[src/design/uimb_pkg.sv]
package uimb_pkg;
    localparam logic [7:0] ADDR_DATA = 8'h00;
    localparam logic [7:0] ADDR_STAT0 = 8'h04;
    localparam logic [7:0] ADDR_CTL0 = 8'h08;
    localparam logic [7:0] ADDR_CTL1 = 8'h0C;
    localparam logic [7:0] ADDR_STAT1 = 8'h10;
    localparam logic [7:0] ADDR_BAUD_HI = 8'h14;
    localparam logic [7:0] ADDR_BAUD_LO = 8'h18;
    // status 0 fields
    localparam int S0_RX_READY = 7;
    localparam int S0_PARITY_ERR = 6;
    localparam int S0_OVERRUN = 5;
    localparam int S0_FRAMING = 4;
    localparam int S0_BREAK = 3;
    localparam int S0_TX_EMPTY = 2;
    localparam int S0_SHIFT_EMPTY = 1;
    localparam int S0_CTS = 0;
    // control 0 fields
    localparam int C0_TX_ON = 7;
    localparam int C0_RX_ON = 6;
    localparam int C0_CTS_GATE = 5;
    localparam int C0_PARITY_EN = 4;
    localparam int C0_PARITY_ODD = 3;
    localparam int C0_SEND_BREAK = 2;
    localparam int C0_TWO_STOP = 1;
    localparam int C0_LOOPBACK = 0;
    // control 1 fields
    localparam int C1_TIMER_IRQ = 7;
    localparam int C1_MP_MODE = 6;
    localparam int C1_TX_ADDR_BIT = 4;
    localparam int C1_RX_BYTE_IRQ = 1;
    // status 1 fields
    localparam int S1_ADDR_RX = 0;
    localparam logic [7:0] CTL0_RESET = 8'h00;
    localparam logic [7:0] CTL1_RESET = 8'h00;
    localparam logic [7:0] BAUD_HI_RESET = 8'h00;
    localparam logic [7:0] BAUD_LO_RESET = 8'h01;
    // ticks per bit and mid-bit sampling point
    localparam logic [3:0] TICK_LAST = 4'hF;
    localparam logic [3:0] TICK_MID = 4'h7;
    localparam logic [2:0] DATA_LAST = 3'h7;
    typedef enum logic [2:0] {
        UIMB_IDLE = 3'b000,
        UIMB_START = 3'b001,
        UIMB_DATA = 3'b011,
        UIMB_NINTH = 3'b010,
        UIMB_STOP = 3'b110
    } uimb_state_e;
endpackage : uimb_pkg

[src/design/uimb_uart.sv]
// How it works
// - transmit interrupt stays high while the transmit holding register is empty
// - writing the transmit data register clears the transmit interrupt
// - a written byte moves to the shifter and is sent automatically
// - receive interrupt on byte ready, break, overrun or framing error
// - byte-ready interrupt has its own gate; errors always interrupt
// - every received byte raises the dma request, with or without errors
// - errors and breaks still interrupt while dma moves receive data
// - in address mode the address bit follows data, before stop bits
// - address mode replaces parity in the ninth bit position
// - received address bit is captured and readable before the data
// - ready flag is one while an unread byte is held, else zero
// - status register separates error, break and received byte causes
// - divider runs on the system clock with a sixteen bit divisor
// - each bit lasts sixteen times the divisor in system clocks
// - timer interrupt enable raises receive interrupt on each divider reload
// - timer use needs both enables off and the interrupt enable set
// - transmit and receive enables act independently
// - parity is optional, even or odd, on both directions
// - clear-to-send gate decides whether the clear-to-send input matters
// - low start bit, eight data bits lsb first, one or two stop bits
// - parity select zero gives even parity, one gives odd
// - with the gate set, a frame starts only while clear-to-send is low
// - reading receive data clears ready, parity, framing and break flags
`timescale 1ns/1ps
module uimb_uart
    import uimb_pkg::*;
(
    input wire logic ref_clk, // system clock
    input wire logic reset_n, // async reset
    input wire logic wb_cyc_i, // bus cycle
    input wire logic wb_stb_i, // strobe
    input wire logic wb_we_i, // write enable
    input wire logic [7:0] wb_adr_i, // byte address
    input wire logic [31:0] wb_dat_i, // write data
    input wire logic [3:0] wb_sel_i, // byte lanes
    output logic [31:0] wb_dat_o, // read data
    output logic wb_ack_o, // acknowledge
    input wire logic rxd, // serial in
    output logic txd, // serial out
    input wire logic cts_n, // clear to send, low active
    output logic tx_irq, // transmit interrupt
    output logic rx_irq, // receive interrupt
    output logic dma_req // receive byte ready for dma
);
    import uimb_pkg::*;

    logic rxd_meta, rxd_sync, cts_meta, cts_sync;
    logic [7:0] ctl0, ctl1, baud_hi, baud_lo;
    logic [15:0] baud_cnt;
    logic tick, reload;
    logic [7:0] tx_hold, tx_shift, rx_data, rx_shift;
    logic tx_empty, tx_busy;
    uimb_state_e tx_state, rx_state;
    logic [3:0] tx_tick, rx_tick;
    logic [2:0] tx_idx, rx_idx;
    logic tx_ninth, tx_line, tx_stop2;
    logic rx_ready, parity_err, overrun, framing, brk, addr_rx;
    logic rx_ninth, rx_done, rx_pe, rx_fe, rx_brk, rx_addr;
    logic [7:0] rx_done_data;
    logic req, wr, rd, data_wr, data_rd, tx_en, rx_line, ninth_on;
    logic [31:0] next_rdata;

    assign req = wb_cyc_i && wb_stb_i && !wb_ack_o;
    assign wr = req && wb_we_i && wb_sel_i[0];
    assign rd = req && !wb_we_i;
    assign data_wr = wr && wb_adr_i == ADDR_DATA;
    assign data_rd = rd && wb_adr_i == ADDR_DATA;
    assign ninth_on = ctl0[C0_PARITY_EN] || ctl1[C1_MP_MODE];
    assign tx_en = ctl0[C0_TX_ON] && !(ctl0[C0_CTS_GATE] && cts_sync);
    assign rx_line = ctl0[C0_LOOPBACK] ? txd : rxd_sync;

    always_ff @(posedge ref_clk or negedge reset_n)
    begin
        if (!reset_n)
        begin
            rxd_meta <= 1'b1;
            rxd_sync <= 1'b1;
            cts_meta <= 1'b1;
            cts_sync <= 1'b1;
        end
        else
        begin
            rxd_meta <= rxd;
            rxd_sync <= rxd_meta;
            cts_meta <= cts_n;
            cts_sync <= cts_meta;
        end
    end

    // bus slave: one wait state, unmapped reads return zero
    always_comb
    begin
        next_rdata = 32'h0000_0000;
        case (wb_adr_i)
            ADDR_DATA: next_rdata[7:0] = rx_data;
            ADDR_STAT0: next_rdata[7:0] = {rx_ready, parity_err, overrun, framing, brk,
                                           tx_empty, !tx_busy, cts_sync};
            ADDR_CTL0: next_rdata[7:0] = ctl0;
            ADDR_CTL1: next_rdata[7:0] = ctl1;
            ADDR_STAT1: next_rdata[S1_ADDR_RX] = addr_rx;
            ADDR_BAUD_HI: next_rdata[7:0] = baud_hi;
            ADDR_BAUD_LO: next_rdata[7:0] = baud_lo;
            default: next_rdata = 32'h0000_0000;
        endcase
    end

    always_ff @(posedge ref_clk or negedge reset_n)
    begin
        if (!reset_n)
        begin
            wb_ack_o <= 1'b0;
            wb_dat_o <= 32'h0000_0000;
        end
        else
        begin
            wb_ack_o <= req;
            if (rd)
                wb_dat_o <= next_rdata;
        end
    end

    always_ff @(posedge ref_clk or negedge reset_n)
    begin
        if (!reset_n)
        begin
            ctl0 <= CTL0_RESET;
            ctl1 <= CTL1_RESET;
            baud_hi <= BAUD_HI_RESET;
            baud_lo <= BAUD_LO_RESET;
        end
        else if (wr)
        begin
            case (wb_adr_i)
                ADDR_CTL0: ctl0 <= wb_dat_i[7:0];
                ADDR_CTL1: ctl1 <= wb_dat_i[7:0];
                ADDR_BAUD_HI: baud_hi <= wb_dat_i[7:0];
                ADDR_BAUD_LO: baud_lo <= wb_dat_i[7:0];
                default: ;
            endcase
        end
    end

    // divider: one tick per reload, sixteen ticks per bit; zero counts as one
    assign reload = baud_cnt <= 16'h0001;
    assign tick = reload;
    always_ff @(posedge ref_clk or negedge reset_n)
    begin
        if (!reset_n)
            baud_cnt <= 16'h0001;
        else if (reload)
            baud_cnt <= {baud_hi, baud_lo};
        else
            baud_cnt <= baud_cnt - 16'h0001;
    end

    // transmit holding register
    always_ff @(posedge ref_clk or negedge reset_n)
    begin
        if (!reset_n)
        begin
            tx_empty <= 1'b1;
            tx_hold <= 8'h00;
        end
        else if (data_wr)
        begin
            tx_empty <= 1'b0;
            tx_hold <= wb_dat_i[7:0];
        end
        else if (!tx_busy && !tx_empty && tx_en)
            tx_empty <= 1'b1;
    end

    // transmit shifter
    always_ff @(posedge ref_clk or negedge reset_n)
    begin
        if (!reset_n)
        begin
            tx_state <= UIMB_IDLE;
            tx_busy <= 1'b0;
            tx_shift <= 8'h00;
            tx_ninth <= 1'b0;
            tx_line <= 1'b1;
            tx_tick <= 4'h0;
            tx_idx <= 3'h0;
            tx_stop2 <= 1'b0;
        end
        else
        begin
            case (tx_state)
                UIMB_IDLE:
                begin
                    tx_line <= 1'b1;
                    if (!tx_empty && tx_en && !data_wr)
                    begin
                        tx_busy <= 1'b1;
                        tx_shift <= tx_hold;
                        tx_ninth <= ctl1[C1_MP_MODE] ? ctl1[C1_TX_ADDR_BIT]
                                    : (^tx_hold) ^ ctl0[C0_PARITY_ODD];
                        tx_tick <= 4'h0;
                        tx_idx <= 3'h0;
                        tx_state <= UIMB_START;
                    end
                end
                UIMB_START:
                begin
                    tx_line <= 1'b0;
                    if (tick)
                    begin
                        tx_tick <= tx_tick + 4'h1;
                        if (tx_tick == TICK_LAST)
                            tx_state <= UIMB_DATA;
                    end
                end
                UIMB_DATA:
                begin
                    tx_line <= tx_shift[tx_idx];
                    if (tick)
                    begin
                        tx_tick <= tx_tick + 4'h1;
                        if (tx_tick == TICK_LAST)
                        begin
                            tx_idx <= tx_idx + 3'h1;
                            if (tx_idx == DATA_LAST)
                            begin
                                tx_stop2 <= ctl0[C0_TWO_STOP];
                                tx_state <= ninth_on ? UIMB_NINTH : UIMB_STOP;
                            end
                        end
                    end
                end
                UIMB_NINTH:
                begin
                    tx_line <= tx_ninth;
                    if (tick)
                    begin
                        tx_tick <= tx_tick + 4'h1;
                        if (tx_tick == TICK_LAST)
                            tx_state <= UIMB_STOP;
                    end
                end
                UIMB_STOP:
                begin
                    tx_line <= 1'b1;
                    if (tick)
                    begin
                        tx_tick <= tx_tick + 4'h1;
                        if (tx_tick == TICK_LAST)
                        begin
                            tx_stop2 <= 1'b0;
                            if (!tx_stop2)
                            begin
                                tx_busy <= 1'b0;
                                tx_state <= UIMB_IDLE;
                            end
                        end
                    end
                end
                default: tx_state <= UIMB_IDLE;
            endcase
        end
    end

    // receive shifter: samples mid-bit, checks the first stop bit only
    always_ff @(posedge ref_clk or negedge reset_n)
    begin
        if (!reset_n)
        begin
            rx_state <= UIMB_IDLE;
            rx_tick <= 4'h0;
            rx_idx <= 3'h0;
            rx_shift <= 8'h00;
            rx_ninth <= 1'b0;
            rx_done <= 1'b0;
            rx_done_data <= 8'h00;
            rx_pe <= 1'b0;
            rx_fe <= 1'b0;
            rx_brk <= 1'b0;
            rx_addr <= 1'b0;
        end
        else
        begin
            rx_done <= 1'b0;
            case (rx_state)
                UIMB_IDLE:
                begin
                    rx_tick <= 4'h0;
                    rx_idx <= 3'h0;
                    if (ctl0[C0_RX_ON] && !rx_line)
                        rx_state <= UIMB_START;
                end
                UIMB_START:
                    if (tick)
                    begin
                        rx_tick <= rx_tick + 4'h1;
                        if (rx_tick == TICK_MID)
                        begin
                            rx_tick <= 4'h0;
                            rx_state <= rx_line ? UIMB_IDLE : UIMB_DATA;
                        end
                    end
                UIMB_DATA:
                    if (tick)
                    begin
                        rx_tick <= rx_tick + 4'h1;
                        if (rx_tick == TICK_LAST)
                        begin
                            rx_shift <= {rx_line, rx_shift[7:1]};
                            rx_idx <= rx_idx + 3'h1;
                            if (rx_idx == DATA_LAST)
                                rx_state <= ninth_on ? UIMB_NINTH : UIMB_STOP;
                        end
                    end
                UIMB_NINTH:
                    if (tick)
                    begin
                        rx_tick <= rx_tick + 4'h1;
                        if (rx_tick == TICK_LAST)
                        begin
                            rx_ninth <= rx_line;
                            rx_state <= UIMB_STOP;
                        end
                    end
                UIMB_STOP:
                    if (tick)
                    begin
                        rx_tick <= rx_tick + 4'h1;
                        if (rx_tick == TICK_LAST)
                        begin
                            rx_done <= 1'b1;
                            rx_done_data <= rx_shift;
                            rx_fe <= !rx_line;
                            rx_brk <= !rx_line && rx_shift == 8'h00 && !(ninth_on && rx_ninth);
                            rx_pe <= ctl0[C0_PARITY_EN] && !ctl1[C1_MP_MODE]
                                     && ((^rx_shift) ^ ctl0[C0_PARITY_ODD] ^ rx_ninth);
                            rx_addr <= ctl1[C1_MP_MODE] && rx_ninth;
                            rx_ninth <= 1'b0;
                            rx_state <= UIMB_IDLE;
                        end
                    end
                default: rx_state <= UIMB_IDLE;
            endcase
        end
    end

    // receive flags: a completing byte wins over a same-cycle read
    always_ff @(posedge ref_clk or negedge reset_n)
    begin
        if (!reset_n)
        begin
            rx_data <= 8'h00;
            rx_ready <= 1'b0;
            parity_err <= 1'b0;
            overrun <= 1'b0;
            framing <= 1'b0;
            brk <= 1'b0;
            addr_rx <= 1'b0;
        end
        else if (rx_done)
        begin
            rx_data <= rx_done_data;
            rx_ready <= 1'b1;
            overrun <= overrun || (rx_ready && !data_rd);
            parity_err <= rx_pe;
            framing <= rx_fe;
            brk <= rx_brk;
            addr_rx <= rx_addr;
        end
        else if (data_rd)
        begin
            rx_ready <= 1'b0;
            parity_err <= 1'b0;
            framing <= 1'b0;
            brk <= 1'b0;
            overrun <= 1'b0;
            addr_rx <= 1'b0;
        end
    end

    always_ff @(posedge ref_clk or negedge reset_n)
    begin
        if (!reset_n)
            txd <= 1'b1;
        else
            txd <= ctl0[C0_SEND_BREAK] ? 1'b0 : tx_line;
    end
    assign tx_irq = tx_empty;
    assign dma_req = rx_ready;
    // errors are never gated, so dma use still sees them
    assign rx_irq = (rx_ready && ctl1[C1_RX_BYTE_IRQ])
                    || parity_err || overrun || framing || brk
                    || (ctl1[C1_TIMER_IRQ] && !ctl0[C0_TX_ON] && !ctl0[C0_RX_ON] && reload);
endmodule : uimb_uart

[config.mk]
export PLATFORM = sky130hd
export DESIGN_NAME = uimb_uart
export DESIGN_NICKNAME = d
export VERILOG_FILES = /design/src/design/uimb_pkg.sv /design/src/design/uimb_uart.sv
export SDC_FILE = /design/constraint.sdc
export NUM_CORES = 1
export LEC_CHECK = 0
export ABC_AREA = 1
export BUFFER_PORTS_ARGS = -buffer_cell sky130_fd_sc_hd__buf_4
export CAP_MARGIN = 20
export CORE_MARGIN = 2
export CORE_UTILIZATION = 60
export CTS_CLUSTER_DIAMETER = 200
export CTS_CLUSTER_SIZE = 20
export DETAILED_ROUTE_END_ITERATION = 16
export HOLD_SLACK_MARGIN = 0.05
export PLACE_DENSITY = 0.81
export SLEW_MARGIN = 20
export SYNTH_ARGS = -nofsm -noshare
export SYNTH_HDL_FRONTEND = slang
export SYNTH_SLANG_ARGS = --single-unit
[constraint.sdc]
create_clock -name ref_clk -period 4.6 [get_ports ref_clk]
set_input_delay 0.23 -clock ref_clk [delete_from_list [all_inputs] [get_ports ref_clk]]
set_output_delay 0.23 -clock ref_clk [all_outputs]
set_load 0.01 [all_outputs]
---- After elaboration in Yosys (flattened, before gate mapping) ----
Index checks and enable logic that the tools add are counted.
storage, ports and cells
  bits in registers ....................... 139
  input bits .............................. 51
  word-level logic and storage cells ...... 247
operators by class
  add/subtract/negate cells ............... 5
  $lt $le $gt $ge ......................... 2
  eq/ne operators ......................... 42
  multiplexer cells ....................... 76
  bitwise logic cells ..................... 3
  reduce and logical (&&, ||, !) cells .... 79
operators by type and width
  operator                                                                 number
  3-bit two-way mux                                                        27
  2-bit inequality test (second input constant)                            21
  7-bit one-hot mux with 6 select lines                                    1
  3-bit one-hot mux with 5 select lines                                    2
  1-bit two-way mux                                                        29
  1-bit logical AND                                                        25
  8-bit by 5-bit equality test with 1-bit output (second input constant)   3
  4-bit two-way mux                                                        5
  8-bit by 4-bit equality test with 1-bit output (second input constant)   2
  16-bit by 1-bit <= comparator with 1-bit output (second input constant)  1
  8-bit zero test                                                          2
  16-bit two-way mux                                                       1
  2-bit nonzero test                                                       8
  8-bit XOR reduction                                                      2
  16-bit by 1-bit subtractor with 16-bit output (second input constant)    1
  3-bit AND reduction                                                      5
  3-bit by 2-bit equality test with 1-bit output (second input constant)   4
  3-bit equality test (second input constant)                              4
  1-bit zero test                                                          12
  3-bit one-hot mux with 2 select lines                                    2
  4-bit one-hot mux with 3 select lines                                    1
  11-bit AND reduction                                                     1
  10-bit AND reduction                                                     1
  2-bit AND reduction                                                      5
  other kinds (25)                                                         42

---- Logic depth before layout (Yosys ltp) ----
  word-level depth ........................ 9
  depth in mapped cells ................... 13
  mapped depth without buffers ............ 13

---- Worst setup path after synthesis ----
No wires, ideal clock.
  path type ............................... register -> register
  start ................................... register baud_cnt[0]
  end ..................................... register rx_idx[1]
  data arrival time ....................... 1.584 ns
  setup slack ............................. 2.952 ns
  stages on the path, launching flop included .. 13
  period minus slack after synthesis ...... 1.648 ns
  path through ............................ dfstp_2 -> inv_1 -> ha_1 -> inv_1 -> nand2_1 -> nand3_1 -> nor2_4 -> nand2_4 -> inv_4 -> nand3_4 -> buf_6 -> nand3_1 -> nand2_1
between the ends
  cells in the longest elaborated chain, start to end .. 3
RTL lines
  what                                             RTL line          text
  start, declared                                  uimb_uart.sv:50   logic [15:0] baud_cnt;
  start signal, assigned                           uimb_uart.sv:152  baud_cnt <= {baud_hi, baud_lo};
  start signal, assigned                           uimb_uart.sv:154  baud_cnt <= baud_cnt - 16'h0001;
  16-bit by 1-bit <= comparator with 1-bit output  uimb_uart.sv:145  assign reload = baud_cnt <= 16'h0001;
  2-bit inequality test (no line)                  -
  3-bit AND reduction (no line)                    -
  end signal, assigned                             uimb_uart.sv:309  rx_idx <= rx_idx + 3'h1;
  end, declared                                    uimb_uart.sv:56   logic [2:0] tx_idx, rx_idx;
No other way between the ends.
A chain may end at the register's enable or synchronous reset.

---- Final worst setup path ----
  start ................................... register baud_cnt[0]
  end ..................................... output rx_irq
between the ends
  cells in the longest elaborated chain, start to end .. 3
RTL lines
  what                                             RTL line          text
  16-bit by 1-bit <= comparator with 1-bit output  uimb_uart.sv:145
  1-bit logical AND                                uimb_uart.sv:392  || (ctl1[C1_TIMER_IRQ] && !ctl0[C0_TX_ON] && !ctl0[C0_RX_ON] && reload);
  1-bit logical OR                                 uimb_uart.sv:392
  end, declared                                    uimb_uart.sv:43   output logic rx_irq,
No other way between the ends.

==> summary.md <==
| Metric | Value |
|---|---|
| Yosys top cell by area | `dfrtp_1` |
| Number of instances in the synthesized netlist | `903` |
| Buffers on Ports | `36` |
| CP startpoint kind | `flop` |
| Crit. End Element | `primary output` |
| Final core utilization | `0.690` |
| Critical path capture point | `rx_irq` |
| CTS max path bufs | `2` |
| Hold/Removal Path Class | `input pin to flop` |
| Diodes inserted | `0` |
| Final setup violation count | `0` |
| Sequential Area | `0.00349 mm²` |
| Maximum number of pins on one net before global-route repair | `98` |
| Nets | `1010` |
| Routability-driven placement congestion ratio | `0.942` |
| Reg-to-reg setup timing slack | `2.48 ns` |
| Peak supply drop | `0.000436 V` |
| Fill cell count | `940` |
| Async SR Flop Fraction | `1.00` |
| Global-route total usage across every layer | `0.273` |
| Die extent in y | `115 µm` |
| Static leakage | `4.12 nW` |
| Worst setup startpoint | `baud_cnt[0]$_DFF_PN1_` |
| Post-Synthesis Mean Instance Area | `8.19 µm²` |
| Number of library cell types mapped by synthesis | `40` |
| Starting utilization of the core area | `0.615` |
| Synthesis-stage register bit count | `139` |
| Post-layout min period | `2.33 ns` |
| Fraction of final layout cells with drive strength greater than 1 | `0.169` |
| Final Skew | `0.0108 ns` |
| Worst Path Required | `4.37 ns` |
| Number of pins with negative max-slew slack in the final report | `0` |
| Data arrival time of the critical path | `2.10 ns` |
| Leading cell types by count after synthesis | `265 x nand2_1, 130 x dfrtp_1, 93 x inv_1, 76 x nor2_1, 49 x nand3_1` |
| Prevailing post-synth register cell | `dfrtp_1` |
| Vias in the first global route | `5681` |
| Largest fanout on the critical path | `10` |
| Area growth, synth to finish | `12.1%` |
| Vias after detailed routing | `6003` |
| Number of cells on the worst reg-to-reg path | `11` |
| Worst reg2reg path startpoint | `baud_cnt[0]$_DFF_PN1_` |
| Multi-input gate area | `0.00330 mm²` |
| CTS buffer count | `17` |
| Outcome | `finished, final reports clean` |
| Global route total overflow | `0` |
| Slew Limit Headroom | `0.424` |
| CTS tree | `done` |
| DPL Wire Length | `11.8 mm` |
| Share of Yosys cell area claimed by the top area cell type | `0.440` |
| Setup total negative slack | `0 ns` |
| Die outline area | `0.0132 mm²` |
| Warning count from the yosys run | `0` |
| Fraction of the yosys area taken by sequential cells | `0.472` |
| Global-route wire length before repair | `27.4 mm` |
| Synth area leaders | `dfrtp_1 44%, nand2_1 13%, inv_1 4.7%` |
| Pwr per Cell Area | `449 mW/mm²` |
| 1st-iter DRT viols | `489` |
| Post-Syn Area | `0.00739 mm²` |
| Kind of critical path | `flop to primary output` |
| Width of the die | `115 µm` |
| Final worst-path cycle share | `0.506` |
| Clock Pin Slew Worst Setup and Hold Paths | `0.06 ns` |
| Dominant cell by count in the synthesized netlist | `nand2_1` |
| RSZ-0062 raised after global routing | `false` |
| Via density per instance | `5.42` |
| Average wire length per cell after detail routing | `14.9 µm` |
| Clock insertion delay at the later pin of the skew report | `0.43 ns` |
| DRT antenna net count | `0` |
| Slew at the pin closest to its max-slew limit | `0.865 ns` |
| Antenna violations before repair | `0` |
| Endpoint of the worst register-to-register path | `rx_shift[7]$_DFFE_PN0P_` |
| H-tree levels | `4` |
| Number of sinks on the clock net | `139` |
| Drc violations | `0` |
| 1st-pass router iterations | `5` |
| Root buffer cell | `clkbuf_16` |
| Total wirelength of the detailed-routed design | `16.5 mm` |
| Core Region | `0.0120 mm²` |
| Final hold vios | `0` |
| Placement row count | `40` |
| Maximum operating frequency | `0.430 GHz` |
| Count of flip-flops with a built-in enable after synthesis | `0` |
| Max Cap Violations | `0` |
| Boundary pin count | `88` |
## state kept, by name (all words and copies together) (netlist names), 3 cells and up
signal        cells
tx_hold           8
rx_data           8
tx_idx            3
rx_tick           4
ctl0              8
baud_cnt         16
rx_done_data      8
baud_hi           8
tx_shift          8
rx_state          3
rx_shift          8
ctl1              8
wb_dat_o          8
tx_state          3
tx_tick           4
rx_idx            3
baud_lo           8
## report_power, final
group / internal, mW / total (mW) / switching, mW
combinational: 0.286 / 0.837 / 0.551
sequential: 1.37 / 1.50 / 0.125
clock: 0.846 / 1.39 / 0.544
## critical path: stages, from the launching register on
cell and delay [ns]:
dfstp_2 0.53, inv_1 0.06, ha_1 0.25, nand2_1 0.15, nor2_2 0.07, nand2_1 0.10, nand2_4 0.13, nand4_1 0.12
nand3_1 0.10, buf_4 0.16
## area by class of cell
class	count	area share
Clock inverter	12	0.0166
Timing Repair Buffer	41	0.0385
Sequential cell	139	0.421
Inverter	103	0.0471
Multi-Input combinational cell	645	0.398
Tap cell	147	0.0222
Clock buffer	20	0.0563
## timing repair
item | 4_1_cts | 5_1_grt
endpoints found under the hold margin | 89 | 0
hold buffers | 3 | 0
gates resized for setup | 0 | 0
buffers inserted | 0 | 0
## per-layer routing
layer,wire (µm),track usage,vias up
met2,8070,0.442,184
met3,992,0.0622,38
met5,0,0,-
met4,470,0.130,0
met1,6960,0.351,2844
li1,-,-,2937
## how the worst min path moves through the flow
stage	end	slack [ns]	cells after the start	start
after CTS	wb_ack_o$_DFF_PN0_	0.14	3	wb_stb_i
after global placement	cts_meta$_DFF_PN1_	0.34	1	cts_n
after floorplan	addr_rx$_DFFE_PN0P_	-0.07	0	reset_n
after detailed placement	cts_meta$_DFF_PN1_	0.34	1	cts_n
final	wb_ack_o$_DFF_PN0_	0.14	3	wb_stb_i
after global routing	wb_ack_o$_DFF_PN0_	0.18	3	wb_cyc_i
## metrics by stage
stage	hold WS, ns	worst slack (ns)	power [mW]	std cells	cell area, µm²
after floorplan	-0.0656	2.95	2.12	926	7480
after global placement	0.339	2.52	2.31	1072	7650
after detailed placement	0.339	2.48	2.34	1072	7650
after CTS	0.135	2.25	3.73	1107	8290
after global routing	0.176	2.14	3.94	1107	8290
final	0.145	2.27	3.72	1107	8290
## cell families (layout without fill, tap and decap cells)
family                     count (synthesis)  count (layout)  share of synthesized area
and+or+nand+nor                          446             446                      0.271
AOI/OAI and AO/OA                        143             143                      0.119
buffers and inverters                    142             176                     0.0929
DFF                                      139             139                      0.472
xor gates and xnor gates                  20              20                     0.0237
adders and majority gates                 12              12                     0.0203
other                                      1              24                   0.000507
## cell usage in the layout, fill, tap and decap left out, drive strengths merged, types with 8 or more instances in the layout
master / netlist / final
nand2: 281 / 281
o21ai: 116 / 116
conb: 1 / 24
nand4: 9 / 9
nand3: 52 / 52
buf: 37 / 38
clkbuf: 2 / 20
xnor2: 8 / 8
a21oi: 17 / 17
xor2: 12 / 12
dfrtp: 130 / 130
inv: 102 / 105
nor2: 88 / 88
dfstp: 9 / 9
ha: 12 / 12
Note: power is estimated with default switching activity, not from simulation.
